--- src/verilog/tcrs_map.svh ---
// Constant map of the trunk clock reference selector
`ifndef TCRS_MAP_SVH
`define TCRS_MAP_SVH
// Register indices on the plain register port
`define REG_CTRL      4'h0
`define REG_STATUS    4'h1
`define REG_EVENTS    4'h2
`define REG_MASK      4'h3
`define REG_NOMINAL   4'h4
`define REG_SPEC_TOL  4'h5
`define REG_LOCK_TOL  4'h6
`define REG_COUNTS    4'h7
// Field widths
`define DATA_W        16
`define CFG_W         8
`define EV_W          5
// Event bit positions
`define EV_LOCK       0
`define EV_UNLOCK     1
`define EV_SWITCH     2
`define EV_HOLDOVER   3
`define EV_FREERUN    4
// Reset values
`define NOMINAL_RST   8'h20
`define SPEC_TOL_RST  8'h04
`define LOCK_TOL_RST  8'h01
// Timing
`define REF_CLK_KHZ   50000
`define SYSCLK_KHZ    10240
`define CHATTER_US    1000
`define FLASH_HALF_MS 500
`define WIN_LAST      8'hff
`define CNT_MAX       8'hff
`define TRIM_MAX      12'h07ff
`define TRIM_MIN      12'h0801
`define TRIM_ONE      12'h0001
`endif

--- src/verilog/tcrs_pkg.sv ---
// Types shared by the trunk clock reference selector
`default_nettype none
`include "tcrs_map.svh"
package tcrs_pkg;
  typedef enum logic [4:0] {
    ST_DISABLED = 5'b00001,
    ST_FREERUN  = 5'b00010,
    ST_TRACKING = 5'b00100,
    ST_LOCKED   = 5'b01000,
    ST_HOLDOVER = 5'b10000
  } unit_state_t;
  typedef enum logic [1:0] {
    CMD_FREERUN   = 2'h0,
    CMD_TRACK_PRI = 2'h1,
    CMD_TRACK_SEC = 2'h2
  } cmd_t;
  typedef struct packed {
    logic [3:0]  addr;
    logic [15:0] wdata;
    logic        wr;
    logic        rd;
  } reg_bus_t;
  typedef struct packed {
    logic driveLineOne;
    logic unitEnable;
    logic auxGroup;
    cmd_t cmd;
  } ctrl_t;
  typedef struct packed {
    logic [7:0] nominal;
    logic [7:0] specTol;
  } mon_cfg_t;
  typedef struct packed {
    logic [7:0] count;
    logic       inSpec;
    logic       alive;
  } mon_res_t;
  typedef struct packed {
    logic [1:0]  alive;
    logic [1:0]  inSpec;
    logic        pathEn;
    logic        selRef;
    unit_state_t state;
  } status_t;
  // Distance between two edge counts
  function automatic logic [7:0] absDiff(input logic [7:0] a, input logic [7:0] b);
    return (a > b) ? (a - b) : (b - a);
  endfunction
endpackage
`default_nettype wire

--- src/verilog/ref_monitor.sv ---
// Edge counting quality monitor for one reference clock
`default_nettype none
`include "tcrs_map.svh"
module ref_monitor import tcrs_pkg::*; (
  // Clock and reset
  input  wire logic     ref_clk,
  input  wire logic     rst,
  // Reference and control
  input  wire logic     refLevel,
  input  wire logic     enable,
  input  wire logic     windowTick,
  input  wire mon_cfg_t cfg,
  // Result of the last window
  output var  mon_res_t res
);
  typedef struct packed {
    logic       prev;
    logic [7:0] cnt;
    mon_res_t   res;
  } mon_state_t;
  mon_state_t q;
  mon_state_t d;

  // Count rising edges per window and grade the count
  always_comb begin
    d = q;
    d.prev = refLevel;
    if (refLevel && !q.prev && (q.cnt != `CNT_MAX)) begin
      d.cnt = q.cnt + 8'h01;
    end
    if (windowTick) begin
      d.cnt = '0;
      d.res.count = q.cnt;
      d.res.alive = (q.cnt != '0);
      d.res.inSpec = (q.cnt != '0) && (absDiff(q.cnt, cfg.nominal) <= cfg.specTol);
    end
    if (!enable) begin
      d = '0;
    end
  end

  // State register
  always_ff @(posedge ref_clk or posedge rst) begin
    if (rst) begin
      q <= '0;
    end else begin
      q <= d;
    end
  end

  assign res = q.res;
endmodule // ref_monitor
`default_nettype wire

--- src/verilog/trunk_clock_reference_selector.sv ---
// Trunk clock reference selector: monitoring, switchover, holdover, system clock
//
// Operation
// - Unit is in exactly one mode at a time: tracking a reference or free-running.
// - Tracking pulls frequency toward reference, declares lock when near, keeps trimming.
// - Drift while locked drops back to tracking with flashing green until relock.
// - Free-run ignores references; entered by command or when both references die.
// - Generate phase-locked 10.24 MHz system clock; accept at most two references.
// - Reference in use out of spec, other good: switch automatically.
// - Both references out of spec: enter holdover, keep monitoring both.
// - Track-to-primary tracks primary, falls to good secondary when primary fails.
// - Primary command: leave holdover on first recovery, return to primary when good.
// - Track-to-secondary tracks secondary, falls to good primary when secondary fails.
// - Secondary command: leave holdover on first recovery, return to secondary when good.
// - Timeout after each automatic switch suppresses back-and-forth chatter.
// - Reference pair is both auxiliary inputs or both trunk clocks, never mixed.
// - Reference path enabled only while enable switch open; closed means path off.
`default_nettype none
`include "tcrs_map.svh"
module trunk_clock_reference_selector import tcrs_pkg::*; #(
  parameter int CHATTER_CYCLES = `CHATTER_US * `REF_CLK_KHZ / 1000,
  parameter int FLASH_CYCLES   = `FLASH_HALF_MS * `REF_CLK_KHZ
) (
  // Clock and reset
  input  wire logic       ref_clk,
  input  wire logic       rst,
  // Reference clock pins
  input  wire logic [1:0] trunkRefClk,
  input  wire logic [1:0] auxRefClk,
  input  wire logic       timingUnitSwitchClosed,
  // Register port
  input  wire reg_bus_t   regBus,
  output logic [15:0]     regRdData,
  // Clock and indicator outputs
  output logic            systemClk,
  output logic            refPathEnable,
  output logic            backplaneReferenceLineOne,
  output logic            backplaneReferenceLineOneOe,
  output logic            ledRed,
  output logic            ledGreen,
  output logic            irq
);
  localparam logic [23:0] NCO_STEP =
    24'(64'(2 * `SYSCLK_KHZ) * 64'h0100_0000 / 64'(`REF_CLK_KHZ));
  localparam logic [15:0] CHATTER_LOAD = 16'(CHATTER_CYCLES);
  localparam logic [24:0] FLASH_LAST = 25'(FLASH_CYCLES - 1);

  typedef struct packed {
    logic [3:0]          refMeta;
    logic [3:0]          refSync;
    logic                swMeta;
    logic                swSync;
    ctrl_t               ctrl;
    logic                cmdNew;
    logic [7:0]          nominal;
    logic [7:0]          specTol;
    logic [7:0]          lockTol;
    logic [`EV_W-1:0]    events;
    logic [`EV_W-1:0]    mask;
    unit_state_t         state;
    logic                selRef;
    logic [15:0]         chatter;
    logic [7:0]          winCnt;
    logic                winTick;
    logic                evalTick;
    logic [24:0]         flashCnt;
    logic                flashOn;
    logic [23:0]         nco;
    logic [11:0]         trim;
    logic                sysClk;
    logic                pathEn;
    logic                lineOne;
    logic                lineOneOe;
    logic                ledRed;
    logic                ledGreen;
    logic                irq;
    logic [15:0]         rdData;
  } sel_state_t;
  sel_state_t q;
  sel_state_t d;

  ////////////////////////////////////////////////////////////////////////////
  // Reference monitors
  logic [1:0]      inSpec;
  logic [1:0]      alive;
  logic [1:0][7:0] monCount;
  logic            unitOn;
  logic            trackCmd;
  logic            pref;
  logic            curOk;
  logic            othOk;
  logic            anyAlive;
  logic [7:0]      selCount;
  logic            drift;
  status_t         status;

  // One monitor per reference, pair taken from one group only
  for (genvar i = 0; i < 2; i++) begin : g_mon
    mon_res_t res;
    mon_cfg_t cfg;
    assign cfg = '{nominal: q.nominal, specTol: q.specTol};
    ref_monitor u_mon (
      .ref_clk    (ref_clk),
      .rst        (rst),
      .refLevel   (q.ctrl.auxGroup ? q.refSync[2 + i] : q.refSync[i]),
      .enable     (unitOn),
      .windowTick (q.winTick),
      .cfg        (cfg),
      .res        (res)
    );
    assign inSpec[i] = res.inSpec;
    assign alive[i] = res.alive;
    assign monCount[i] = res.count;
  end

  // Decisions shared by the state machine and checks
  assign unitOn = !q.swSync && q.ctrl.unitEnable;
  assign trackCmd = (q.ctrl.cmd == CMD_TRACK_PRI) || (q.ctrl.cmd == CMD_TRACK_SEC);
  assign pref = (q.ctrl.cmd == CMD_TRACK_SEC);
  assign curOk = inSpec[q.selRef];
  assign othOk = inSpec[!q.selRef];
  assign anyAlive = |alive;
  assign selCount = monCount[q.selRef];
  assign drift = absDiff(selCount, q.nominal) > q.lockTol;
  assign status = '{alive: alive, inSpec: inSpec, pathEn: q.pathEn,
                    selRef: q.selRef, state: q.state};

  ////////////////////////////////////////////////////////////////////////////
  // Next state
  logic [`EV_W-1:0] evSet;
  logic             evClr;
  logic [24:0]      ncoSum;

  always_comb begin
    d = q;
    evSet = '0;
    evClr = 1'b0;
    ncoSum = '0;
    // Pin synchronisers
    d.refMeta = {auxRefClk, trunkRefClk};
    d.refSync = q.refMeta;
    d.swMeta = timingUnitSwitchClosed;
    d.swSync = q.swMeta;
    // Monitoring window divider
    d.winCnt = q.winCnt + 8'h01;
    d.winTick = (q.winCnt == `WIN_LAST);
    d.evalTick = q.winTick;
    d.cmdNew = 1'b0;
    // Register writes
    if (regBus.wr) begin
      case (regBus.addr)
        `REG_CTRL: begin
          d.ctrl = ctrl_t'(regBus.wdata[$bits(ctrl_t)-1:0]);
          d.cmdNew = 1'b1;
        end
        `REG_MASK:     d.mask = regBus.wdata[`EV_W-1:0];
        `REG_NOMINAL:  d.nominal = regBus.wdata[`CFG_W-1:0];
        `REG_SPEC_TOL: d.specTol = regBus.wdata[`CFG_W-1:0];
        `REG_LOCK_TOL: d.lockTol = regBus.wdata[`CFG_W-1:0];
        default: ;
      endcase
    end
    // Register reads, data one cycle later
    d.rdData = '0;
    if (regBus.rd) begin
      case (regBus.addr)
        `REG_CTRL:     d.rdData = 16'($unsigned(q.ctrl));
        `REG_STATUS:   d.rdData = 16'($unsigned(status));
        `REG_EVENTS: begin
          d.rdData = 16'(q.events);
          evClr = 1'b1;
        end
        `REG_MASK:     d.rdData = 16'(q.mask);
        `REG_NOMINAL:  d.rdData = 16'(q.nominal);
        `REG_SPEC_TOL: d.rdData = 16'(q.specTol);
        `REG_LOCK_TOL: d.rdData = 16'(q.lockTol);
        `REG_COUNTS:   d.rdData = {monCount[1], monCount[0]};
        default:       d.rdData = '0;
      endcase
    end
    // Chatter timeout runs down
    if (q.chatter != '0) begin
      d.chatter = q.chatter - 16'h0001;
    end
    // Mode state machine
    if (!unitOn) begin
      d.state = ST_DISABLED;
      d.trim = '0;
      d.chatter = '0;
    end else begin
      case (q.state)
        ST_DISABLED: begin
          d.selRef = pref;
          d.state = trackCmd ? ST_TRACKING : ST_FREERUN;
        end
        ST_FREERUN, ST_HOLDOVER: begin
          if (!trackCmd) begin
            d.state = ST_FREERUN;
          end else if (inSpec[pref]) begin
            d.selRef = pref;
            d.state = ST_TRACKING;
          end else if (inSpec[!pref]) begin
            d.selRef = !pref;
            d.state = ST_TRACKING;
          end else if (q.state == ST_FREERUN && anyAlive) begin
            d.state = ST_HOLDOVER;
            evSet[`EV_HOLDOVER] = 1'b1;
          end else if (q.state == ST_HOLDOVER && !anyAlive) begin
            d.state = ST_FREERUN;
            evSet[`EV_FREERUN] = 1'b1;
          end
          if (d.state == ST_FREERUN) begin
            d.trim = '0;
          end
        end
        ST_TRACKING, ST_LOCKED: begin
          if (!trackCmd) begin
            d.state = ST_FREERUN;
            d.trim = '0;
            evSet[`EV_FREERUN] = 1'b1;
          end else if (q.cmdNew && (q.selRef != pref)) begin
            d.selRef = pref;
            d.state = ST_TRACKING;
          end else if (!anyAlive) begin
            d.state = ST_FREERUN;
            d.trim = '0;
            evSet[`EV_FREERUN] = 1'b1;
          end else if (!curOk && !othOk) begin
            d.state = ST_HOLDOVER;
            evSet[`EV_HOLDOVER] = 1'b1;
          end else if (!curOk && q.chatter == '0) begin
            d.selRef = !q.selRef;
            d.state = ST_TRACKING;
            d.chatter = CHATTER_LOAD;
            evSet[`EV_SWITCH] = 1'b1;
          end else if ((q.selRef != pref) && inSpec[pref] && q.chatter == '0) begin
            d.selRef = pref;
            d.state = ST_TRACKING;
            d.chatter = CHATTER_LOAD;
            evSet[`EV_SWITCH] = 1'b1;
          end else if (q.evalTick) begin
            // Frequency steering toward the reference
            if (selCount > q.nominal && q.trim != `TRIM_MAX) begin
              d.trim = q.trim + `TRIM_ONE;
            end else if (selCount < q.nominal && q.trim != `TRIM_MIN) begin
              d.trim = q.trim - `TRIM_ONE;
            end
            if (q.state == ST_LOCKED && drift) begin
              d.state = ST_TRACKING;
              evSet[`EV_UNLOCK] = 1'b1;
            end else if (q.state == ST_TRACKING && !drift) begin
              d.state = ST_LOCKED;
              evSet[`EV_LOCK] = 1'b1;
            end
          end
        end
        default: d.state = ST_DISABLED;
      endcase
    end
    // Sticky events, a new event beats the read clear
    d.events = (evClr ? '0 : q.events) | evSet;
    d.irq = |(d.events & d.mask);
    // Numerically controlled system clock
    ncoSum = {1'b0, q.nco} + {1'b0, NCO_STEP + {{12{q.trim[11]}}, q.trim}};
    d.nco = ncoSum[23:0];
    if (d.state == ST_DISABLED) begin
      d.sysClk = 1'b0;
    end else if (ncoSum[24]) begin
      d.sysClk = !q.sysClk;
    end
    // Flash divider for the tracking indication
    if (q.flashCnt == FLASH_LAST) begin
      d.flashCnt = '0;
      d.flashOn = !q.flashOn;
    end else begin
      d.flashCnt = q.flashCnt + 25'h000_0001;
    end
    // Indicators and paths
    d.pathEn = (d.state != ST_DISABLED);
    d.ledRed = !q.swSync && !q.ctrl.unitEnable;
    d.ledGreen = (d.state == ST_TRACKING) ? q.flashOn : (d.state != ST_DISABLED);
    d.lineOneOe = q.ctrl.driveLineOne;
    d.lineOne = q.ctrl.driveLineOne && q.refSync[0];
  end

  ////////////////////////////////////////////////////////////////////////////
  // State register
  always_ff @(posedge ref_clk or posedge rst) begin
    if (rst) begin
      q <= '0;
      q.state <= ST_DISABLED;
      q.ctrl.cmd <= CMD_FREERUN;
      q.nominal <= `NOMINAL_RST;
      q.specTol <= `SPEC_TOL_RST;
      q.lockTol <= `LOCK_TOL_RST;
    end else begin
      q <= d;
    end
  end

  // Outputs straight from flip-flops
  assign regRdData = q.rdData;
  assign systemClk = q.sysClk;
  assign refPathEnable = q.pathEn;
  assign backplaneReferenceLineOne = q.lineOne;
  assign backplaneReferenceLineOneOe = q.lineOneOe;
  assign ledRed = q.ledRed;
  assign ledGreen = q.ledGreen;
  assign irq = q.irq;
endmodule // trunk_clock_reference_selector
`default_nettype wire

--- config.mk ---
export PLATFORM = sky130hd
export DESIGN_NAME = trunk_clock_reference_selector
export DESIGN_NICKNAME = d
export VERILOG_FILES = /design/src/verilog/tcrs_pkg.sv /design/src/verilog/ref_monitor.sv /design/src/verilog/trunk_clock_reference_selector.sv
export VERILOG_INCLUDE_DIRS = /design/src /design/src/verilog
export SDC_FILE = /design/constraint.sdc
export NUM_CORES = 1
export LEC_CHECK = 0
export ABC_AREA = 1
export BUFFER_PORTS_ARGS = -buffer_cell sky130_fd_sc_hd__clkbuf_2
export CAP_MARGIN = 25
export CORE_ASPECT_RATIO = 0.8
export CORE_UTILIZATION = 34
export DETAILED_ROUTE_END_ITERATION = 16
export GPL_TIMING_DRIVEN = 1
export PLACE_DENSITY = 0.53
export SLEW_MARGIN = 40
export SYNTH_ARGS = -nofsm -noshare
export SYNTH_HDL_FRONTEND = slang
export SYNTH_SLANG_ARGS = --single-unit
--- constraint.sdc ---
create_clock -name ref_clk -period 23.8 [get_ports ref_clk]
set_input_delay 5.95 -clock ref_clk [delete_from_list [all_inputs] [get_ports ref_clk]]
set_output_delay 5.95 -clock ref_clk [all_outputs]
set_load 0.01 [all_outputs]
=== After elaboration in Yosys (flattened, before gate mapping) ===
Index checks and enable logic that the tools add are counted.
Widths: inputs -> output; s select.

* Logic and storage cells: 271
* Input bits: 29
* Register bits after elaboration: 205

* Multiplexer cells: 109
* Reductions and logical operators: 50
* Bitwise logic cells: 2
* Equality and inequality tests: 42
* Add/sub/neg operators: 15
* $lt $le $gt $ge: 11

{| class="wikitable"
|+ Operators with widths
! cell !! number
|-
| $mux 22 || 7
|-
| $mux 12 || 11
|-
| $pmux 16 s8 || 1
|-
| $mux 5 || 19
|-
| $mux 16 || 5
|-
| $mux 8 || 10
|-
| $mux 17 || 4
|-
| $mux 25 || 2
|-
| $sub 8x8->8 || 6
|-
| $mux 19 || 2
|-
| $mux 18 || 2
|-
| $gt 8x8->1 || 4
|-
| $mux 1 || 29
|-
| $add 24x24->25 || 1
|-
| $add 25x1->25 const B || 1
|-
| $eq 25x25->1 const B || 1
|-
| $ne 5x5->1 const B || 5
|-
| $add 23x24->24 const A || 1
|-
| $add 8x1->8 const B || 3
|-
| $pmux 12 s2 || 1
|-
| $logic_and 1x1->1 || 20
|-
| $ne 3x3->1 const B || 6
|-
| $eq 4x3->1 const B || 4
|-
| $le 8x8->1 || 2
|-
| other kinds (45) || 82
|}

=== Logic depth before layout (Yosys ltp) ===
* Word-level depth: 26
* Gate-level depth with buffers: 29
* Mapped depth without buffers: 27

=== Modules after synthesis ===
Synthesis repeated with hierarchy kept, for this count alone.

* Cell total of the unflattened synthesis: 1975
* Area total of the unflattened synthesis: 14517.7 sq um

{| class="wikitable"
|+ By module, submodules not included
! module !! cells an instance !! seq. area each (sq um) !! area an instance (sq um) !! instances
|-
| trunk_clock_reference_selector || 1371 || 4184.0 || 10463.8 || 1
|-
| ref_monitor || 302 || 475.5 || 2026.9 || 2
|}

=== Worst setup path after synthesis ===
No wires, ideal clock.

* Path type: input -> register
* From: input port regBus[20] (netlist bit)
* To: register q, in the netlist g_mon[0].cfg[15]
* Stages on the path: 8
* Setup time: 0.131 ns
* Path slack: 16.741 ns
* Arrival time: 6.928 ns
* Path through: inv_1 -> nor2_2 -> nand2_1 -> inv_1 -> nand2_1 -> clkbuf_1 -> nand2_1 -> o21ai_0

* Cells in the longest elaborated chain, start to end: 2

{| class="wikitable"
|+ RTL lines
! element !! line !! RTL
|-
| from (decl) || trunk_clock_reference_selector.sv:32 || <nowiki>input wire reg_bus_t regBus,</nowiki>
|-
| $eq 4x3->1 || trunk_clock_reference_selector.sv:151 || <nowiki>case (regBus.addr)</nowiki>
|-
| $reduce_and 2->1 (no source line) || -- ||
|-
| to (decl) || trunk_clock_reference_selector.sv:79 || <nowiki>sel_state_t q;</nowiki>
|}

Every way passes these cells.
A chain may end at the register's enable or synchronous reset.

=== Worst setup path in the final report ===
* From: register q, in the netlist refPathEnable
* To: output port refPathEnable

{| class="wikitable"
|+ RTL lines
! element !! line !! RTL
|-
| to (decl) || trunk_clock_reference_selector.sv:36 || <nowiki>output logic refPathEnable,</nowiki>
|}

No word-level cell between the ends.

==> reports/summary.txt <==
Clk network pwr share: 0.294
Core footprint: 39400 um2
Largest net degree at the start of global routing: 125
WHS: 0.347 ns
Antenna viol nets, final: 0
Boundary Pins: 52
Mapped Nets: 1906
Routed WL per cell: 16.1 um
Buf/Inv on CP: 1
Setup Total Neg Slack: 0 ns
Combinational Power Share: 0.407
H-tree Lvls: 1
Grt ovf: 0
P_sw: 0.000547 W
Flop pwr share: 0.299
Worst slew pin tran: 0.835 ns
R2R setup slack: 18.81 ns
Switching share of power: 0.407
Power Dens Cells: 88.4 nW/um2
Gr usage total: 0.190
Clock Sinks: 205
Worst Setup SP: refPathEnable
Distinct cells, synth: 57
Area post-placement: 14300 um2
Max Clock Freq: 140 MHz
Post-synthesis instance area: 13600 um2
1st-iter DRT viols: 979
Synth-to-layout area growth: 11.5%
Outcome: finished, final reports clean
Worst Path Max Fanout: 2
RePlAce Congestion: 0.916
Kind of critical path: flip-flop to output pin
WP depth: 1
Worst hold path class: flip-flop to flip-flop
Register area share after synthesis: 0.377
Max-Cap Viols: 0
Critical path arrival: 1.18 ns
DRC: 0
Worst-path cell chain: clkbuf_2
Die Width: 226 um
Layout cells sized above 1: 0.0738
Min Tclk post-route: 7.13 ns
CP Launch Type: flip-flop
First-pass GRT wire length: 61300 um
Worst path max stage delay: 0.47 ns
Post-route cell area: 15200 um2
Post-CTS setup buffers: 0
Slew margin rel.: 0.441
Setup-failing EPs final: 0
Clock root buffer: clkbuf_16
Hold Buf Count CTS: 0
Vias in the first global route: 11.1k
Worst-path clk slew: 0.06 ns
Drt total wl: 38000 um
Via count: 11.7k
Required time of the critical path: 17.85 ns
Clk_lat worst skew: 0.55 ns
Period utilization: 0.299
Most common cell after layout, fill and taps aside: nand2_1
FF+latch count, synth: 205
TritonCTS Buffers: 25
Synth Instances: 1764
Leak: 7.59 nW
Final Hold Viols: 0
Reg-to-reg endpoint: ledGreen
Die Height: 181 um
R2R cell count: 22
Antenna violations before repair: 2
PortBufs: 43
DP Cell Count: 2305
Num rows: 65
Cts repair resizes: 0
Clock Tree Buf Depth: 3
CTS tree: yes
RSZ-0062 raised after global routing: no
Nets: 1939
Fin. max-slew vios: 0
Post-DR vias/cell: 4.98
Commonest cells after routing, fill and taps aside: 346 x nand2_1, 277 x inv_1, 201 x dfrtp_1
Fin cells: 2354
Worst VDD drop: 63.9 uV
CP endpoint: refPathEnable
Delay-heaviest family, CP: flip-flops
Worst r2r src: q[111]
Slowest-stage cell, CP: dfrtp_1
Worst Skew: 0.0229 ns
Critical Path Sink Type: output pin
P_int: 0.000796 W
Yosys warns: 0
Syn_area_per_cell: 7.72 um2
Pre-antenna DRT Iters: 5
Die Area: 40900 um2
Fillers: 4110
Initial Util: 0.345
Detail Placement HPWL: 29000 um
flip-flops by register name, indices dropped and copies added, names as in the netlist, 7 cells and up:
name             count
q                  121
d                    7
g_mon.cfg           16
regRdData           16
g_mon.u_mon.q       18
g_mon.u_mon.res     20
worst min-delay path by stage:
stage	start	to	depth (start not counted)
after CTS	d[159]	q[159]	0
after global routing	d[160]	q[160]	0
after global placement	d[162]	q[162]	0
after detailed placement	d[159]	q[159]	0
final	d[161]	q[161]	0
after floorplan	d[157]	q[157]	0
synthesized netlist by cell type (all sizes together):
master   number  area [um2]
a21o          6        45.0
a41oi         1        8.76
o211ai        3        22.5
nand4        36         225
o21a          1        7.51
nor3b         4        30.0
o21bai        6        45.0
a22oi         1        7.51
and3          1        6.26
fa            8         160
mux2i         2        20.0
nand3b        4        30.0
mux2          6        67.6
nor3         48         267
o21ai       130         677
a221oi        8        70.1
o22ai        33         206
o31ai         1        7.51
a21boi        8        60.1
a22o          2        17.5
o2111ai       2        17.5
clkbuf       17        65.1
dfrtp       201        5030
a21oi       107         536
inv         282        1060
dfstp         4         105
a211oi        4        30.0
o31a          1        8.76
nand2       351        1330
xor2         58         508
a31oi         8        50.1
or2           5        31.3
a311oi        1        8.76
nor4          8        50.1
nand3        92         483
o221ai        2        17.5
xnor2        19         166
ha          105        1310
nor2        164         658
buf          24         170
routing by layer:
metal  vias up  GRT usage  part of all wire
met5         -          0                 0
met4         0     0.0446             0.018
met3        40     0.0366             0.067
met2       348      0.266              0.41
met1      5481      0.295              0.51
li1       5855          -                 -
area by class of cell:
cell class	count	area [um2]	share of cell area
tap	536	671	0.0442
timing repair buffer	47	269	0.0177
multi-input combinational	1236	7190	0.474
inverter	282	1070	0.0705
antenna	2	5.00	0.000330
clock buffer	35	703	0.0463
sequential	205	5130	0.338
clock inverter	11	139	0.00915
power groups by stage:
stage / logic [W] / clock network, W / registers [W]
after CTS: 0.000542 / 0.000406 / 0.000400
after floorplan: 0.000413 / 0 / 0.000392
final: 0.000547 / 0.000394 / 0.000402
after detailed placement: 0.000538 / 0 / 0.000406
after global routing: 0.000625 / 0.000421 / 0.000403
after global placement: 0.000531 / 0 / 0.000406
stage by stage:
stage	util	setup WS, ns	power (W)
2_1_floorplan	-	12.26	0.000805
3_3_place_gp	0.363	15.89	0.000937
3_5_place_dp	0.363	16.24	0.000945
4_1_cts	0.384	16.65	0.00135
5_1_grt	0.385	16.57	0.00145
6_report	0.385	16.67	0.00134
kinds of logic after synthesis:
logic type      share of synthesized area
buf+inv                            0.0950
xor+xnor                           0.0495
mux                               0.00643
fa+ha+maj                           0.108
simple gates                        0.228
compound gates                      0.135
flops                               0.377
Power figures use the tool's default switching activity.
